**config.mk**
```make
export PLATFORM = sky130hd
export DESIGN_NAME = six_step_commutation_decoder
export DESIGN_NICKNAME = d
export VERILOG_FILES = /design/src/commutation_pkg.sv /design/src/six_step_commutation_decoder.sv
export SDC_FILE = /design/constraint.sdc
export NUM_CORES = 1
export LEC_CHECK = 0
export BUFFER_PORTS_ARGS = -buffer_cell sky130_fd_sc_hd__buf_2
export CELL_PAD_IN_SITES_DETAIL_PLACEMENT = 1
export CELL_PAD_IN_SITES_GLOBAL_PLACEMENT = 2
export CORE_UTILIZATION = 35
export DETAILED_ROUTE_END_ITERATION = 6
export PLACE_DENSITY = 0.88
export SLEW_MARGIN = 10
export SYNTH_ARGS = -nofsm -noshare
export SYNTH_HDL_FRONTEND = slang
export SYNTH_SLANG_ARGS = --single-unit
```
**constraint.sdc**
```tcl
create_clock -name clk_sys -period 10.78 [get_ports clk_sys]
set_input_delay 2.156 -clock clk_sys [delete_from_list [all_inputs] [get_ports clk_sys]]
set_output_delay 2.156 -clock clk_sys [all_outputs]
set_load 0.02 [all_outputs]
```
**src/commutation_pkg.sv**
```systemverilog
package commutation_pkg;

  // ==========================================================
  // Clock and oscillator timing
  // ==========================================================
  localparam int unsigned CLK_FREQ_HZ = 40_000_000; // System clock rate
  localparam int unsigned OSC_NOMINAL_HZ = 25_000; // Reset switching rate
  localparam int unsigned OSC_MIN_HZ = 20_000; // Slowest allowed rate
  localparam int unsigned OSC_MAX_HZ = 30_000; // Fastest allowed rate
  localparam int CNT_W = 12; // Oscillator counter width
  // Period in clocks; the shortest one rounds up, the longest rounds down
  localparam logic [CNT_W-1:0] PERIOD_RESET =
    CNT_W'(CLK_FREQ_HZ / OSC_NOMINAL_HZ);
  localparam logic [CNT_W-1:0] PERIOD_MIN =
    CNT_W'((CLK_FREQ_HZ + OSC_MAX_HZ - 1) / OSC_MAX_HZ);
  localparam logic [CNT_W-1:0] PERIOD_MAX =
    CNT_W'(CLK_FREQ_HZ / OSC_MIN_HZ);
  localparam logic [CNT_W-1:0] DUTY_RESET = 12'h320; // Half of nominal

  // ==========================================================
  // Register map
  // ==========================================================
  localparam int ADDR_W = 12; // APB address width
  localparam logic [ADDR_W-1:0] ADDR_PERIOD = 12'h000; // Oscillator period
  localparam logic [ADDR_W-1:0] ADDR_DUTY = 12'h004; // PWM compare point
  localparam logic [ADDR_W-1:0] ADDR_STATUS = 12'h008; // Live status
  // Status field positions
  localparam int STAT_CODE_LSB = 0; // Synchronised sensor code, 3 bits
  localparam int STAT_VALID_BIT = 3; // Code is a rotor position
  localparam int STAT_STEP_LSB = 4; // Commutation step, 3 bits
  localparam int STAT_LIMIT_BIT = 7; // Current limit hit this cycle
  localparam int STAT_ENABLE_BIT = 8; // Run enable level
  localparam int STAT_DIR_BIT = 9; // Direction level
  localparam int STAT_SEL_BIT = 10; // Phasing select level
  localparam int STAT_PWM_BIT = 11; // PWM latch still on

  // ==========================================================
  // Phase and step encodings
  // ==========================================================
  localparam logic [2:0] PH_A = 3'h4; // One-hot phase A
  localparam logic [2:0] PH_B = 3'h2; // One-hot phase B
  localparam logic [2:0] PH_C = 3'h1; // One-hot phase C
  localparam logic [2:0] CODE_BAD = 3'h7; // Invalid code in 120 set
  localparam logic [2:0] STEP_NONE = 3'h7; // No valid step
  localparam logic [2:0] STEP_LAST = 3'h5; // Highest valid step

  // ==========================================================
  // Carrier types
  // ==========================================================
  typedef struct packed {
    logic sel60; // High selects the 60 degree code set
    logic dir; // High is forward
    logic enable; // High runs, low coasts
    logic csense; // Over-current comparator output
    logic [2:0] sensor; // {a, b, c} line levels
  } pins_type;

  typedef struct packed {
    logic valid; // Code is a rotor position
    logic [2:0] step; // Step index 0..5
    logic [2:0] top; // Upper switch to close, one-hot, active high
    logic [2:0] bottom; // Lower switch to close, one-hot
  } pair_type;

  typedef struct packed {
    pins_type sync1; // First synchroniser stage
    pins_type sync2; // Second synchroniser stage
    logic [CNT_W-1:0] count; // Oscillator ramp
    logic upper_latch; // Cleared by the PWM compare
    logic lower_latch; // Cleared by the current limit
    logic limit_seen; // Limit tripped in this oscillator cycle
    logic [CNT_W-1:0] period; // Oscillator period in clocks
    logic [CNT_W-1:0] duty; // PWM compare point in clocks
    logic [2:0] upper_n; // Upper drives, low closes the switch
    logic [2:0] lower; // Lower drives, high closes the switch
    logic [31:0] rdata; // APB read data
    logic slverr; // APB error answer
  } state_type;

  // ==========================================================
  // Position decoder, shared by the logic and its checks
  // ==========================================================
  function automatic pair_type decode_position(input logic [2:0] code,
                                               input logic sel60,
                                               input logic dir);
    pair_type p;
    logic [2:0] c;
    logic [2:0] t;
    c = code;
    // Fold the 60 degree set onto the 120 degree set
    if (sel60) begin
      if (code == 3'h7) begin
        c = 3'h2;
      end else if (code == 3'h0) begin
        c = 3'h5;
      end else if (code == 3'h5 || code == 3'h2) begin
        c = CODE_BAD;
      end
    end
    p.valid = 1'b1;
    unique case (c)
      3'h4: begin p.step = 3'h0; p.top = PH_A; p.bottom = PH_C; end
      3'h6: begin p.step = 3'h1; p.top = PH_B; p.bottom = PH_C; end
      3'h2: begin p.step = 3'h2; p.top = PH_B; p.bottom = PH_A; end
      3'h3: begin p.step = 3'h3; p.top = PH_C; p.bottom = PH_A; end
      3'h1: begin p.step = 3'h4; p.top = PH_C; p.bottom = PH_B; end
      3'h5: begin p.step = 3'h5; p.top = PH_A; p.bottom = PH_B; end
      default: begin
        p.valid = 1'b0;
        p.step = STEP_NONE;
        p.top = 3'h0;
        p.bottom = 3'h0;
      end
    endcase
    // Reverse swaps the roles of same-letter switches
    if (!dir) begin
      t = p.top;
      p.top = p.bottom;
      p.bottom = t;
    end
    return p;
  endfunction : decode_position

endpackage : commutation_pkg

```
**src/six_step_commutation_decoder.sv**
```systemverilog
// The APB register port and the placing of the registers are this design's own decisions.
module six_step_commutation_decoder
  import commutation_pkg::*;
(
  input wire logic clk_sys,
  input wire logic rst,
  // Open-collector sensors: high while the sensor pulls its line low
  input wire logic rotor_sensor_a_sink,
  input wire logic rotor_sensor_b_sink,
  input wire logic rotor_sensor_c_sink,
  input wire logic direction_forward,
  input wire logic phasing_sel60,
  // High while something grounds the enable line
  input wire logic run_enable_sink,
  input wire logic current_limit_trip,
  // Open-collector upper drives: level, and enable while sinking
  output logic upper_drive_phase_a_n,
  output logic upper_drive_phase_b_n,
  output logic upper_drive_phase_c_n,
  output logic upper_drive_phase_a_oe,
  output logic upper_drive_phase_b_oe,
  output logic upper_drive_phase_c_oe,
  output logic lower_drive_phase_a,
  output logic lower_drive_phase_b,
  output logic lower_drive_phase_c,
  // APB slave
  input wire logic psel,
  input wire logic penable,
  input wire logic pwrite,
  input wire logic [ADDR_W-1:0] paddr,
  input wire logic [31:0] pwdata,
  output logic [31:0] prdata,
  output logic pready,
  output logic pslverr
);

  // ==========================================================
  // State
  // ==========================================================
  state_type state; // All registered state
  state_type next_state; // Its next value
  pins_type pin_level; // Line levels after the pull-ups
  pair_type pair; // Decoded position of the synced code
  logic cycle_start; // Last clock of the oscillator period
  logic run; // Valid position and enabled
  logic upper_keep; // Next value of the PWM latch
  logic lower_keep; // Next value of the current latch
  logic [31:0] status; // Status word
  logic setup_phase; // APB setup cycle
  logic access_write; // APB write taking effect

  // ==========================================================
  // Pin levels
  // ==========================================================
  // Pull-ups make a released line read high
  always_comb begin
    pin_level.sensor = ~{rotor_sensor_a_sink, rotor_sensor_b_sink,
                         rotor_sensor_c_sink};
    pin_level.enable = ~run_enable_sink;
    pin_level.dir = direction_forward;
    pin_level.sel60 = phasing_sel60;
    pin_level.csense = current_limit_trip;
  end

  // ==========================================================
  // Decode and commutation
  // ==========================================================
  // Only the second stage feeds logic, so a metastable first stage
  // can never reach the drives
  always_comb begin
    pair = decode_position(state.sync2.sensor, state.sync2.sel60,
                           state.sync2.dir);
    run = pair.valid && state.sync2.enable;
    cycle_start = (state.count >= state.period - 12'h001);
    setup_phase = psel && !penable;
    access_write = psel && penable && pwrite;
  end

  // Status word, read over APB
  always_comb begin
    status = 32'h0;
    status[STAT_CODE_LSB +: 3] = state.sync2.sensor;
    status[STAT_VALID_BIT] = pair.valid;
    status[STAT_STEP_LSB +: 3] = pair.step;
    status[STAT_LIMIT_BIT] = state.limit_seen;
    status[STAT_ENABLE_BIT] = state.sync2.enable;
    status[STAT_DIR_BIT] = state.sync2.dir;
    status[STAT_SEL_BIT] = state.sync2.sel60;
    status[STAT_PWM_BIT] = state.upper_latch;
  end

  // Next-state logic for everything
  always_comb begin
    next_state = state;
    // Two-stage synchroniser
    next_state.sync1 = pin_level;
    next_state.sync2 = state.sync1;
    // Oscillator ramp; a shortened period restarts it at once
    if (cycle_start) begin
      next_state.count = '0;
    end else begin
      next_state.count = state.count + 12'h001;
    end
    // Latches set only at the period edge, one pulse per cycle
    upper_keep = cycle_start ? 1'b1 : state.upper_latch;
    lower_keep = cycle_start ? 1'b1 : state.lower_latch;
    if (next_state.count >= state.duty) begin
      upper_keep = 1'b0; // PWM compare ends the pulse
    end
    if (state.sync2.csense) begin
      lower_keep = 1'b0;
    end
    next_state.upper_latch = upper_keep;
    next_state.lower_latch = lower_keep;
    // Trip wins over the cycle-start clear
    next_state.limit_seen = state.sync2.csense ||
                            (state.limit_seen && !cycle_start);
    // Upper stays on for the step; only the limit, a coast or a bad code removes it
    if (run && lower_keep) begin
      next_state.upper_n = ~pair.top;
    end else begin
      next_state.upper_n = 3'h7;
    end
    // Lower carries the PWM chopping
    if (run && lower_keep && upper_keep) begin
      next_state.lower = pair.bottom;
    end else begin
      next_state.lower = 3'h0;
    end
    // APB: read data and error prepared in the setup cycle
    if (setup_phase) begin
      next_state.slverr = 1'b0;
      unique case (paddr)
        ADDR_PERIOD: next_state.rdata = {20'h0, state.period};
        ADDR_DUTY: next_state.rdata = {20'h0, state.duty};
        ADDR_STATUS: next_state.rdata = status;
        default: begin
          next_state.rdata = 32'h0;
          next_state.slverr = 1'b1; // Unmapped address
        end
      endcase
    end
    // Writes land in the access cycle; status is read-only
    if (access_write && paddr == ADDR_PERIOD) begin
      if (pwdata < {20'h0, PERIOD_MIN}) begin
        next_state.period = PERIOD_MIN;
      end else if (pwdata > {20'h0, PERIOD_MAX}) begin
        next_state.period = PERIOD_MAX;
      end else begin
        next_state.period = pwdata[CNT_W-1:0];
      end
    end
    if (access_write && paddr == ADDR_DUTY) begin
      // Duty above period simply means full on
      next_state.duty = (pwdata > 32'h0000_0fff) ? 12'hfff :
                        pwdata[CNT_W-1:0];
    end
  end

  // Register the whole state; drives start off
  always_ff @(posedge clk_sys or posedge rst) begin
    if (rst) begin
      state <= '{sync1: '0, sync2: '0, count: '0, upper_latch: 1'b0,
                 lower_latch: 1'b0, limit_seen: 1'b0,
                 period: PERIOD_RESET, duty: DUTY_RESET,
                 upper_n: 3'h7, lower: 3'h0, rdata: 32'h0,
                 slverr: 1'b0};
    end else begin
      state <= next_state;
    end
  end

  // ==========================================================
  // Outputs
  // ==========================================================
  always_comb begin
    {upper_drive_phase_a_n, upper_drive_phase_b_n,
     upper_drive_phase_c_n} = state.upper_n;
    {upper_drive_phase_a_oe, upper_drive_phase_b_oe,
     upper_drive_phase_c_oe} = ~state.upper_n;
    {lower_drive_phase_a, lower_drive_phase_b,
     lower_drive_phase_c} = state.lower;
    prdata = state.rdata;
    pready = psel && penable; // Zero wait states
    pslverr = state.slverr && psel && penable;
  end

  // ==========================================================
  // Checks
  // ==========================================================
  logic [1:0] pulses; // Conduction windows opened in this cycle
  logic conduct; // Both latches allow conduction
  logic conduct_prev; // Same, one clock earlier
  logic conduct_rise; // A conduction window opens

  // Coast or a bad code may gate the lower drive off and on inside
  // one cycle; that is no new pulse, so the latch pair is counted
  assign conduct = state.upper_latch && state.lower_latch;
  assign conduct_rise = conduct && !conduct_prev;

  // Count window openings per oscillator cycle
  always_ff @(posedge clk_sys or posedge rst) begin
    if (rst) begin
      pulses <= 2'h0;
      conduct_prev <= 1'b0;
    end else begin
      conduct_prev <= conduct;
      if (state.count == 12'h000) begin
        pulses <= {1'b0, conduct_rise};
      end else begin
        pulses <= pulses + {1'b0, conduct_rise};
      end
    end
  end
endmodule : six_step_commutation_decoder

```
After elaboration in Yosys (flattened, before gate mapping)
Cells that the tools add are included.
{ "classes": {"add_sub_neg": 2, "mul": 0, "div_mod_pow": 0, "order_cmp": 5, "eq_ne": 11, "shifts": 0, "n_mux": 19, "n_bitwise": 4, "reduce_logical": 19} }
{ "op_table": {"columns": ["operator", "count"], "rows": [
  ["$pmux W9 S6", 1],
  ["$mux W12", 4],
  ["$pmux W12 S3", 1],
  ["$gt A32 B11 Y1 const B", 1],
  ["$gt A32 B12 Y1 const B", 1],
  ["$lt A32 B11 Y1 const B", 1],
  ["$ge A12 B12 Y1", 2],
  ["$mux W3", 6],
  ["$eq A3 B3 Y1 const B", 5],
  ["$add A12 B1 Y12 const B", 1],
  ["$eq A12 B3 Y1 const B", 1],
  ["$eq A12 B4 Y1 const B", 1],
  ["$logic_not A12 Y1", 1],
  ["$sub A12 B1 Y12 const B", 1],
  ["$logic_and A1 B1 Y1", 11],
  ["$eq A3 B2 Y1 const B", 3],
  ["$not A3 Y3", 3],
  ["$mux W1", 6],
  ["$mux W6", 1],
  ["$reduce_or A6 Y1", 1],
  ["$eq A3 B1 Y1 const B", 1],
  ["$logic_not A3 Y1", 1],
  ["$reduce_or A3 Y1", 1],
  ["$logic_not A1 Y1", 2],
  ["other kinds (2)", 3]
]} }
{ "totals": {"reg_bits": 92, "latch_bits": 0, "ram_bits": 0, "romBits": 0, "input_bits": 56, "output_inout_bits": 43, "elab_cells": 80, "n_memories": 0} }

Logic depth before layout (Yosys ltp)
Gate-level depths: netlist of the first run.
{ "depth": {"ltp_word": 13, "depth_mapped": 18, "ltp_nobuf": 17} }

Least setup slack after synthesis of the first run
No wires, ideal clock.
{ "synth_path": {"kind": "input-to-output", "from": "in penable", "to": "out pready", "arrival_time_ps": 2404, "required_ps": 8624, "setup_slack_ps": 6220, "cell_stages": 1, "path_buffers": 0, "cell_sequence": "and2_1"} }
{ "synth_via": {"elab_chain_cells": 1} }
{ "synth_lines": {"columns": ["item", "line", "text"], "rows": [
  ["from (decl)", "six_step_commutation_decoder.sv:28", "input wire logic penable,"],
  ["$logic_and A1 B1 Y1", "six_step_commutation_decoder.sv:184", "pready = psel && penable;"],
  ["to (decl)", "six_step_commutation_decoder.sv:33", "output logic pready,"]
]} }
Every way passes these cells.

==> results of run 1 <==
==> final cells by class <==
type	instances	area, um2
sequential	72	1810
inverter	32	120
multi-input combinational	304	2010
fill	1366	6740
timing repair buffer	79	398
clock buffer	11	233
clock inverter	5	32.5
tap	143	179
==> cells by family after synthesis <==
kind of cell    Yosys count  share of synthesized area [%]
compound gates           74                           12.8
other cells               1                         0.0898
mux                       9                           2.16
fa+ha+maj                26                           7.79
simple gates            154                           19.0
xor+xnor                 21                           4.40
flops                    72                           43.4
buf+inv                  79                           10.3
==> placed cells by master, fill, tap and decap left out, drive strengths merged, types with 6 or more instances in the layout <==
| cell | n |
|---|---|
| buf | 79 |
| nand2b | 6 |
| dfrtp | 63 |
| conb | 20 |
| o21ai | 12 |
| nor3 | 14 |
| dfstp | 9 |
| nor4 | 16 |
| ha | 26 |
| clkbuf | 11 |
| xnor2 | 14 |
| nor2 | 35 |
| a21oi | 16 |
| a222oi | 8 |
| mux2i | 9 |
| o22a | 14 |
| xor2 | 7 |
| nand2 | 45 |
| nand3 | 11 |
| inv | 33 |
==> state kept, by name, summed over array words and instances, names as in the netlist <==
signal	count
upper_drive_phase_a_n	1
lower_drive_phase_a	1
state	47
upper_drive_phase_c_n	1
upper_drive_phase_b_n	1
lower_drive_phase_b	1
lower_drive_phase_c	1
next_state	7
prdata	12
==> final timing paths <==
path | cells past startpoint | slack (ps) | from | to
setup / recovery | 17 | 5870 | state[53] | lower_drive_phase_c
hold / removal | 0 | 350 | next_state[79] | state[79]
setup reg to reg | 17 | 5870 | state[53] | lower_drive_phase_c
hold reg to reg | 0 | 350 | next_state[79] | state[79]
max in group asynchronous | 3 | 8100 | rst | state[67]
min in group asynchronous | 3 | 2090 | rst | state[0]
==> worst max-delay path: cells and delay by family, from the launching register on <==
| kind | cells | cell delay, ps |
|---|---|---|
| compound gates | 6 | 1240 |
| fa+ha+maj | 2 | 550 |
| xor+xnor | 1 | 170 |
| simple gates | 8 | 2420 |
| flops | 1 | 440 |
==> power breakdown <==
| part | switching, mW | internal [mW] |
|---|---|---|
| combinational | 0.0786 | 0.0401 |
| clock | 0.116 | 0.156 |
| sequential | 0.0134 | 0.284 |
==> metrics by stage <==
stage               std cells  hold slack (ps)  power (mW)  area (um2)  utilization [%]
floorplan                 455              331       0.383        4250                -
global placement          630              332       0.413        4520             39.2
detailed placement        630              337       0.418        4520             39.2
CTS                       646              351       0.693        4780             41.5
global route              646              353       0.716        4780             41.5
finish                    646              349       0.688        4780             41.5
==> metal layers <==
metal	part of all wire, %	vias up
li1	-	1603
met1	44	1644
met2	49	108
met3	5.1	17
met4	2.0	0
met5	0	-
==> flow_summary.yaml, run 1 <==
route:
  drtPass1Iterations: 7
  wire_per_inst_um: 17.6
  antenna_left: 0
  vias: 3372
  vias_per_cell: 5.22
  wirelength_mm: 11.4
  drt_iter0_drc: 113
  drc: 4
clock_tree:
  cts_made_buffers: 9
  cts_setup_buffers: 0
  hold_buffers: 0
  cts-resized-gates: 0
  cts_tree: "done"
  clkTransAtPathRegs_ps: 60
  htreeDepth: 3
  clkLatencyLatePin_ps: 340
  clock-sinks: 72
  clockBufferDepth: 2
  cts_root_buf: "clkbuf_16"
logic_synthesis:
  ys_warn_count: 0
  ys_seq_area_share_pct: 43.4
  synth_edf_count: 0
  async_reset_ff_share_pct: 100
  synth_top_area_share_pct: 37.7
  syn_area_per_cell_um2: 9.58
  synth_area_leaders: "dfrtp_1 (38%), ha_1 (7.8%), buf_4 (5.9%)"
  synth_most_common_cell: "dfrtp_1"
  ys_ff_latch: 72
  synth_area_mm2: 0.00418
  syn_inst: 436
  ys.flop_type: "dfrtp_1"
  synth_top_area_cell: "dfrtp_1"
  yosys-top-cells-count: "dfrtp_1 (63), nand2_1 (45), nor2_1 (35)"
  yosysUniqueCellTypes: 50
setup_path:
  critPathKind: "flip-flop to flip-flop"
  arrival_ps: 5150
  cp.required_ps: 11020
  cp_cell_sequence: "or3_1 > nor3_1 > nand2b_1 > nor4_1 > xnor2_1 > ha_1 > a21o_1 > a21o_1 > a22o_1 > or3_1 > nand2b_1 > ha_1 > nor3b_1 > o21ai_0 > a221oi_1 > o211ai_1 > nor4_1"
  endpoint_kind: "flip-flop"
  cp_max_fo: 14
  cpMaxStageDelayCell: "or3_1"
  start_kind: "flip-flop"
  max_stage_delay_ps: 590
floorplanning:
  start_util_pct: 36.3
  die-width_um: 111
  io_pins: 99
  core_area_mm2: 0.0115
  die_h_um: 111
  placementRows: 39
  dieArea_mm2: 0.0124
finish:
  fin_nets: 580
  area_growth_pct: 14.4
  drive_gt1_share_pct: 22.9
  antenna_cells: 0
timing:
  fmax_mhz: 204
  period_share_pct: 45.6
  timing.final.hold_violations: 0
  fin_skew_ps: 8.83
  finalCriticalPeriod_ps: 4910
  slew_headroom_pct: 27.8
  setup_viol: 0
  setup_slack_ps: 5870
  tns_ps: 0
  tightestPinTransition_ps: 1080
  slew_viol_final: 0
  grt_setup_unrepaired: "false"
grt:
  grt_overflow: 0
  met1_usage_pct: 24.7
  top_usage_layer: "met2"
  antenna_found_initial: 0
  grt_pass1_wl_mm: 18.3
  grtUsageMet2_pct: 31.6
  grt_use_met3_pct: 4.32
  grt_max_degree: 73
  grt_use_total_pct: 19.3
  grt_pass1_vias: 3443
placed_design:
  portBuffers: 78
  dp_hpwl_mm: 8.90
  place_congestion: 0.782
  dp_slack_ps: 5940
power_and_ir_drop:
  irDropWorstVdd_mv: 0.0674
  p_leak_nw: 2.36
  powerDensity_mw_per_mm2: 144
min_path:
  hold_class: "flip-flop to flip-flop"
status:
  violations: "DRC"
  status: "finished, violations left"
flow_run:
  drv_cap: 0
Note: power is estimated with default switching activity, not from simulation.
==> inputs of run 2 (changes only) <==
ABC_AREA = 1   (was not set)
CORE_UTILIZATION = 28   (was 35)
PLACE_DENSITY = 0.79   (was 0.88)
clock period = 4.3 ns   (was 10.78 ns; I/O delays follow)
==> flow_summary.yaml, run 2 <==
grt:
  grt_use_total_pct: 16.4
  grt_overflow: 0
  grt_pass1_wl_mm: 20.6
  grt_pass1_vias: 4066
  grt_max_degree: 49
  antenna_found_initial: 0
setup_path:
  cp.required_ps: 4540
  max_stage_delay_ps: 400
  cpMaxStageDelayCell: "dfrtp_1"
  cp_top_family: "simple AND/OR/NAND/NOR gates"
  r2r-end: "lower_drive_phase_c"
  rr_worst_depth: 24
  rrSetupSlack_ps: 420
  rr_startpoint: "state[51]"
  worst_path_most_repeated_cell: "nand2_1"
  cp_cell_sequence: "inv_1 > ha_1 > nand3_1 > nor3_1 > nand3_1 > xor2_1 > inv_1 > ha_1 > nand2_1 > inv_1 > nand2_1 > nand2_1 > a21oi_2 > nand3_4 > nor2_1 > ha_1 > nand2_1 > nor2_1 > and2_1 > nand2_1 > nand3_1 > nor2_1 > nand2_1 > nor3_1"
  endpoint_kind: "flip-flop"
  cp_max_fo: 13
  critPathKind: "flip-flop to flip-flop"
  start_kind: "flip-flop"
  path_buf_inv: 3
  arrival_ps: 4120
logic_synthesis:
  async_reset_ff_share_pct: 100
  yosys-top-cells-count: "nand2_1 (118), inv_1 (76), dfrtp_1 (63)"
  ys_ff_latch: 72
  ys.flop_type: "dfrtp_1"
  synth_area_mm2: 0.00446
  synth_most_common_cell: "nand2_1"
  synth_top_area_cell: "dfrtp_1"
  syn_area_per_cell_um2: 7.92
  yosysUniqueCellTypes: 43
  ys_warn_count: 0
  synth_area_leaders: "dfrtp_1 (35%), nand2_1 (9.9%), ha_1 (7.3%)"
  synth_edf_count: 0
  synth_top_area_share_pct: 35.3
  ys_seq_area_share_pct: 40.6
  syn_inst: 564
timing:
  finalCriticalPeriod_ps: 3880
  slew_viol_final: 0
  grt_setup_unrepaired: "false"
  period_share_pct: 90.1
  fmax_mhz: 258
  slew_headroom_pct: 59.6
  setup_viol: 0
  setup_slack_ps: 425
  tightestPinTransition_ps: 606
  fin_skew_ps: 3.78
  tns_ps: 0
  timing.final.hold_violations: 0
power_and_ir_drop:
  switching_share_pct: 23.2
  seqPwrFrac_pct: 42.5
  pwr-share-comb_pct: 7.1
  powerDensity_mw_per_mm2: 309
  p_leak_nw: 2.88
  irDropWorstVdd_mv: 0.146
  p_int_mw: 1.25
  p_total_mw: 1.63
  p_sw_mw: 0.378
  clkPwrFrac_pct: 50.4
status:
  status: "complete, no violations"
placed_design:
  dp_hpwl_mm: 10.2
  dp_slack_ps: 73.8
  place_congestion: 0.850
  portBuffers: 78
  numPlacedInstances: 833
floorplanning:
  start_util_pct: 29.0
  die_h_um: 128
  core_area_mm2: 0.0154
  die-width_um: 128
  io_pins: 99
  placementRows: 45
  dieArea_mm2: 0.0165
clock_tree:
  cts_made_buffers: 9
  hold_buffers: 0
  cts_root_buf: "clkbuf_16"
  cts-resized-gates: 0
  clockBufferDepth: 2
  cts_tree: "done"
  cts_setup_buffers: 0
  htreeDepth: 3
  clkLatencyLatePin_ps: 340
  clkTransAtPathRegs_ps: 60
  clock-sinks: 72
flow_run:
  drv_cap: 0
finish:
  drive_gt1_share_pct: 21.2
  final_common_cell: "nand2_1"
  top_register: "state"
  fin_nets: 715
  utilization_pct: 34.2
  layout_common_cells: "nand2_1 (118), buf_2 (78), inv_1 (75)"
  finalNonFillerCells: 849
  largest_reg_flops: 47
  area_growth_pct: 17.8
  fill_cells: 1882
  antenna_cells: 0
route:
  drtPass1Iterations: 4
  vias: 3826
  wire_per_inst_um: 14.7
  drt_iter0_drc: 158
  antenna_left: 0
  drc: 0
  vias_per_cell: 4.51
  wirelength_mm: 12.5
min_path:
  worst_hold_path.num_cells: 0
  hold_class: "flip-flop to flip-flop"
  hold_end: "state[82]"
  worstHoldStart: "next_state[82]"
-- run 2: cell count changes in the layout (fill, tap and decap cells not counted), sizes merged, moves of 8 or more --
| cell | delta |
|---|---|
| nand2 | +77 |
| inv | +47 |
| nor2 | +33 |
| o21ai | +18 |
| nor4 | -16 |
| o22a | -14 |
| a21oi | +13 |
| nand3 | +12 |
| xnor2 | -11 |
| mux2i | -9 |
| nor3 | +9 |
| a222oi | -8 |
-- run 2: area by class of cell --
cell class                      instances  area, um2  area share (%)
Clock inverter                          4       77.6            1.47
Sequential cell                        72       1810            34.5
Timing Repair Buffer                   79        398            7.56
Clock buffer                           12        246            4.69
Multi-Input combinational cell        391       2160            41.1
Tap cell                              211        264            5.02
Inverter                               80        300            5.71
-- run 2: layer usage --
| layer | track usage [%] | up-vias | share of wire [%] |
|---|---|---|---|
| met5 | 0 | - | 0 |
| met4 | 3.74 | 0 | 0.94 |
| met3 | 2.96 | 9 | 3.1 |
| met2 | 27.9 | 71 | 49 |
| met1 | 21.5 | 1847 | 47 |
| li1 | - | 1899 | - |
-- run 2: logic make-up (layout without fill, tap and decap cells) --
kind of cell / count (synthesis) / in the layout / share of synthesized area (%)
flops: 72 / 72 / 40.6
fa+ha+maj: 26 / 26 / 7.29
xor+xnor: 15 / 15 / 2.94
compound gates: 77 / 77 / 10.2
buf+inv: 120 / 175 / 13.1
simple gates: 253 / 253 / 25.8
other cells: 1 / 20 / 0.0840
-- run 2: power groups by stage --
stage	sequential (mW)	clock (mW)	combinational (mW)
floorplan	0.701	0	0.0830
global placement	0.703	0	0.114
detailed placement	0.703	0	0.117
CTS	0.691	0.836	0.117
global route	0.692	0.866	0.130
finish	0.691	0.819	0.115
-- run 2: worst max path at each step --
| stage | startpoint | endpoint | slack [ps] | depth (start not counted) |
|---|---|---|---|---|
| 6_report | state[51] | lower_drive_phase_c | 420 | 24 |
| 2_1_floorplan | state[51] | lower_drive_phase_a | 860 | 25 |
| 3_5_place_dp | state[51] | lower_drive_phase_c | 70 | 25 |
| 3_3_place_gp | state[51] | lower_drive_phase_a | 290 | 24 |
| 4_1_cts | state[51] | lower_drive_phase_c | 60 | 25 |
| 5_1_grt | state[51] | lower_drive_phase_b | 30 | 24 |
-- run 2: worst reg2reg max path, cell delays in order, from the launching register on --
cell,delay [ps]
dfrtp_1,400
inv_1,130
ha_1,220
nand3_1,130
nor3_1,270
nand3_1,140
xor2_1,150
inv_1,60
ha_1,260
nand2_1,80
inv_1,40
nand2_1,60
nand2_1,60
a21oi_2,200
nand3_4,200
nor2_1,260
ha_1,290
nand2_1,110
nor2_1,70
and2_1,130
nand2_1,60
nand3_1,60
nor2_1,80
nand2_1,100
nor3_1,210
-- run 2: through the flow --
step | instance area (um2) | hold slack (ps)
after global routing | 5260 | 356
after global placement | 4910 | 337
after detailed placement | 4910 | 336
after floorplan | 4540 | 331
final | 5260 | 348
after CTS | 5240 | 349
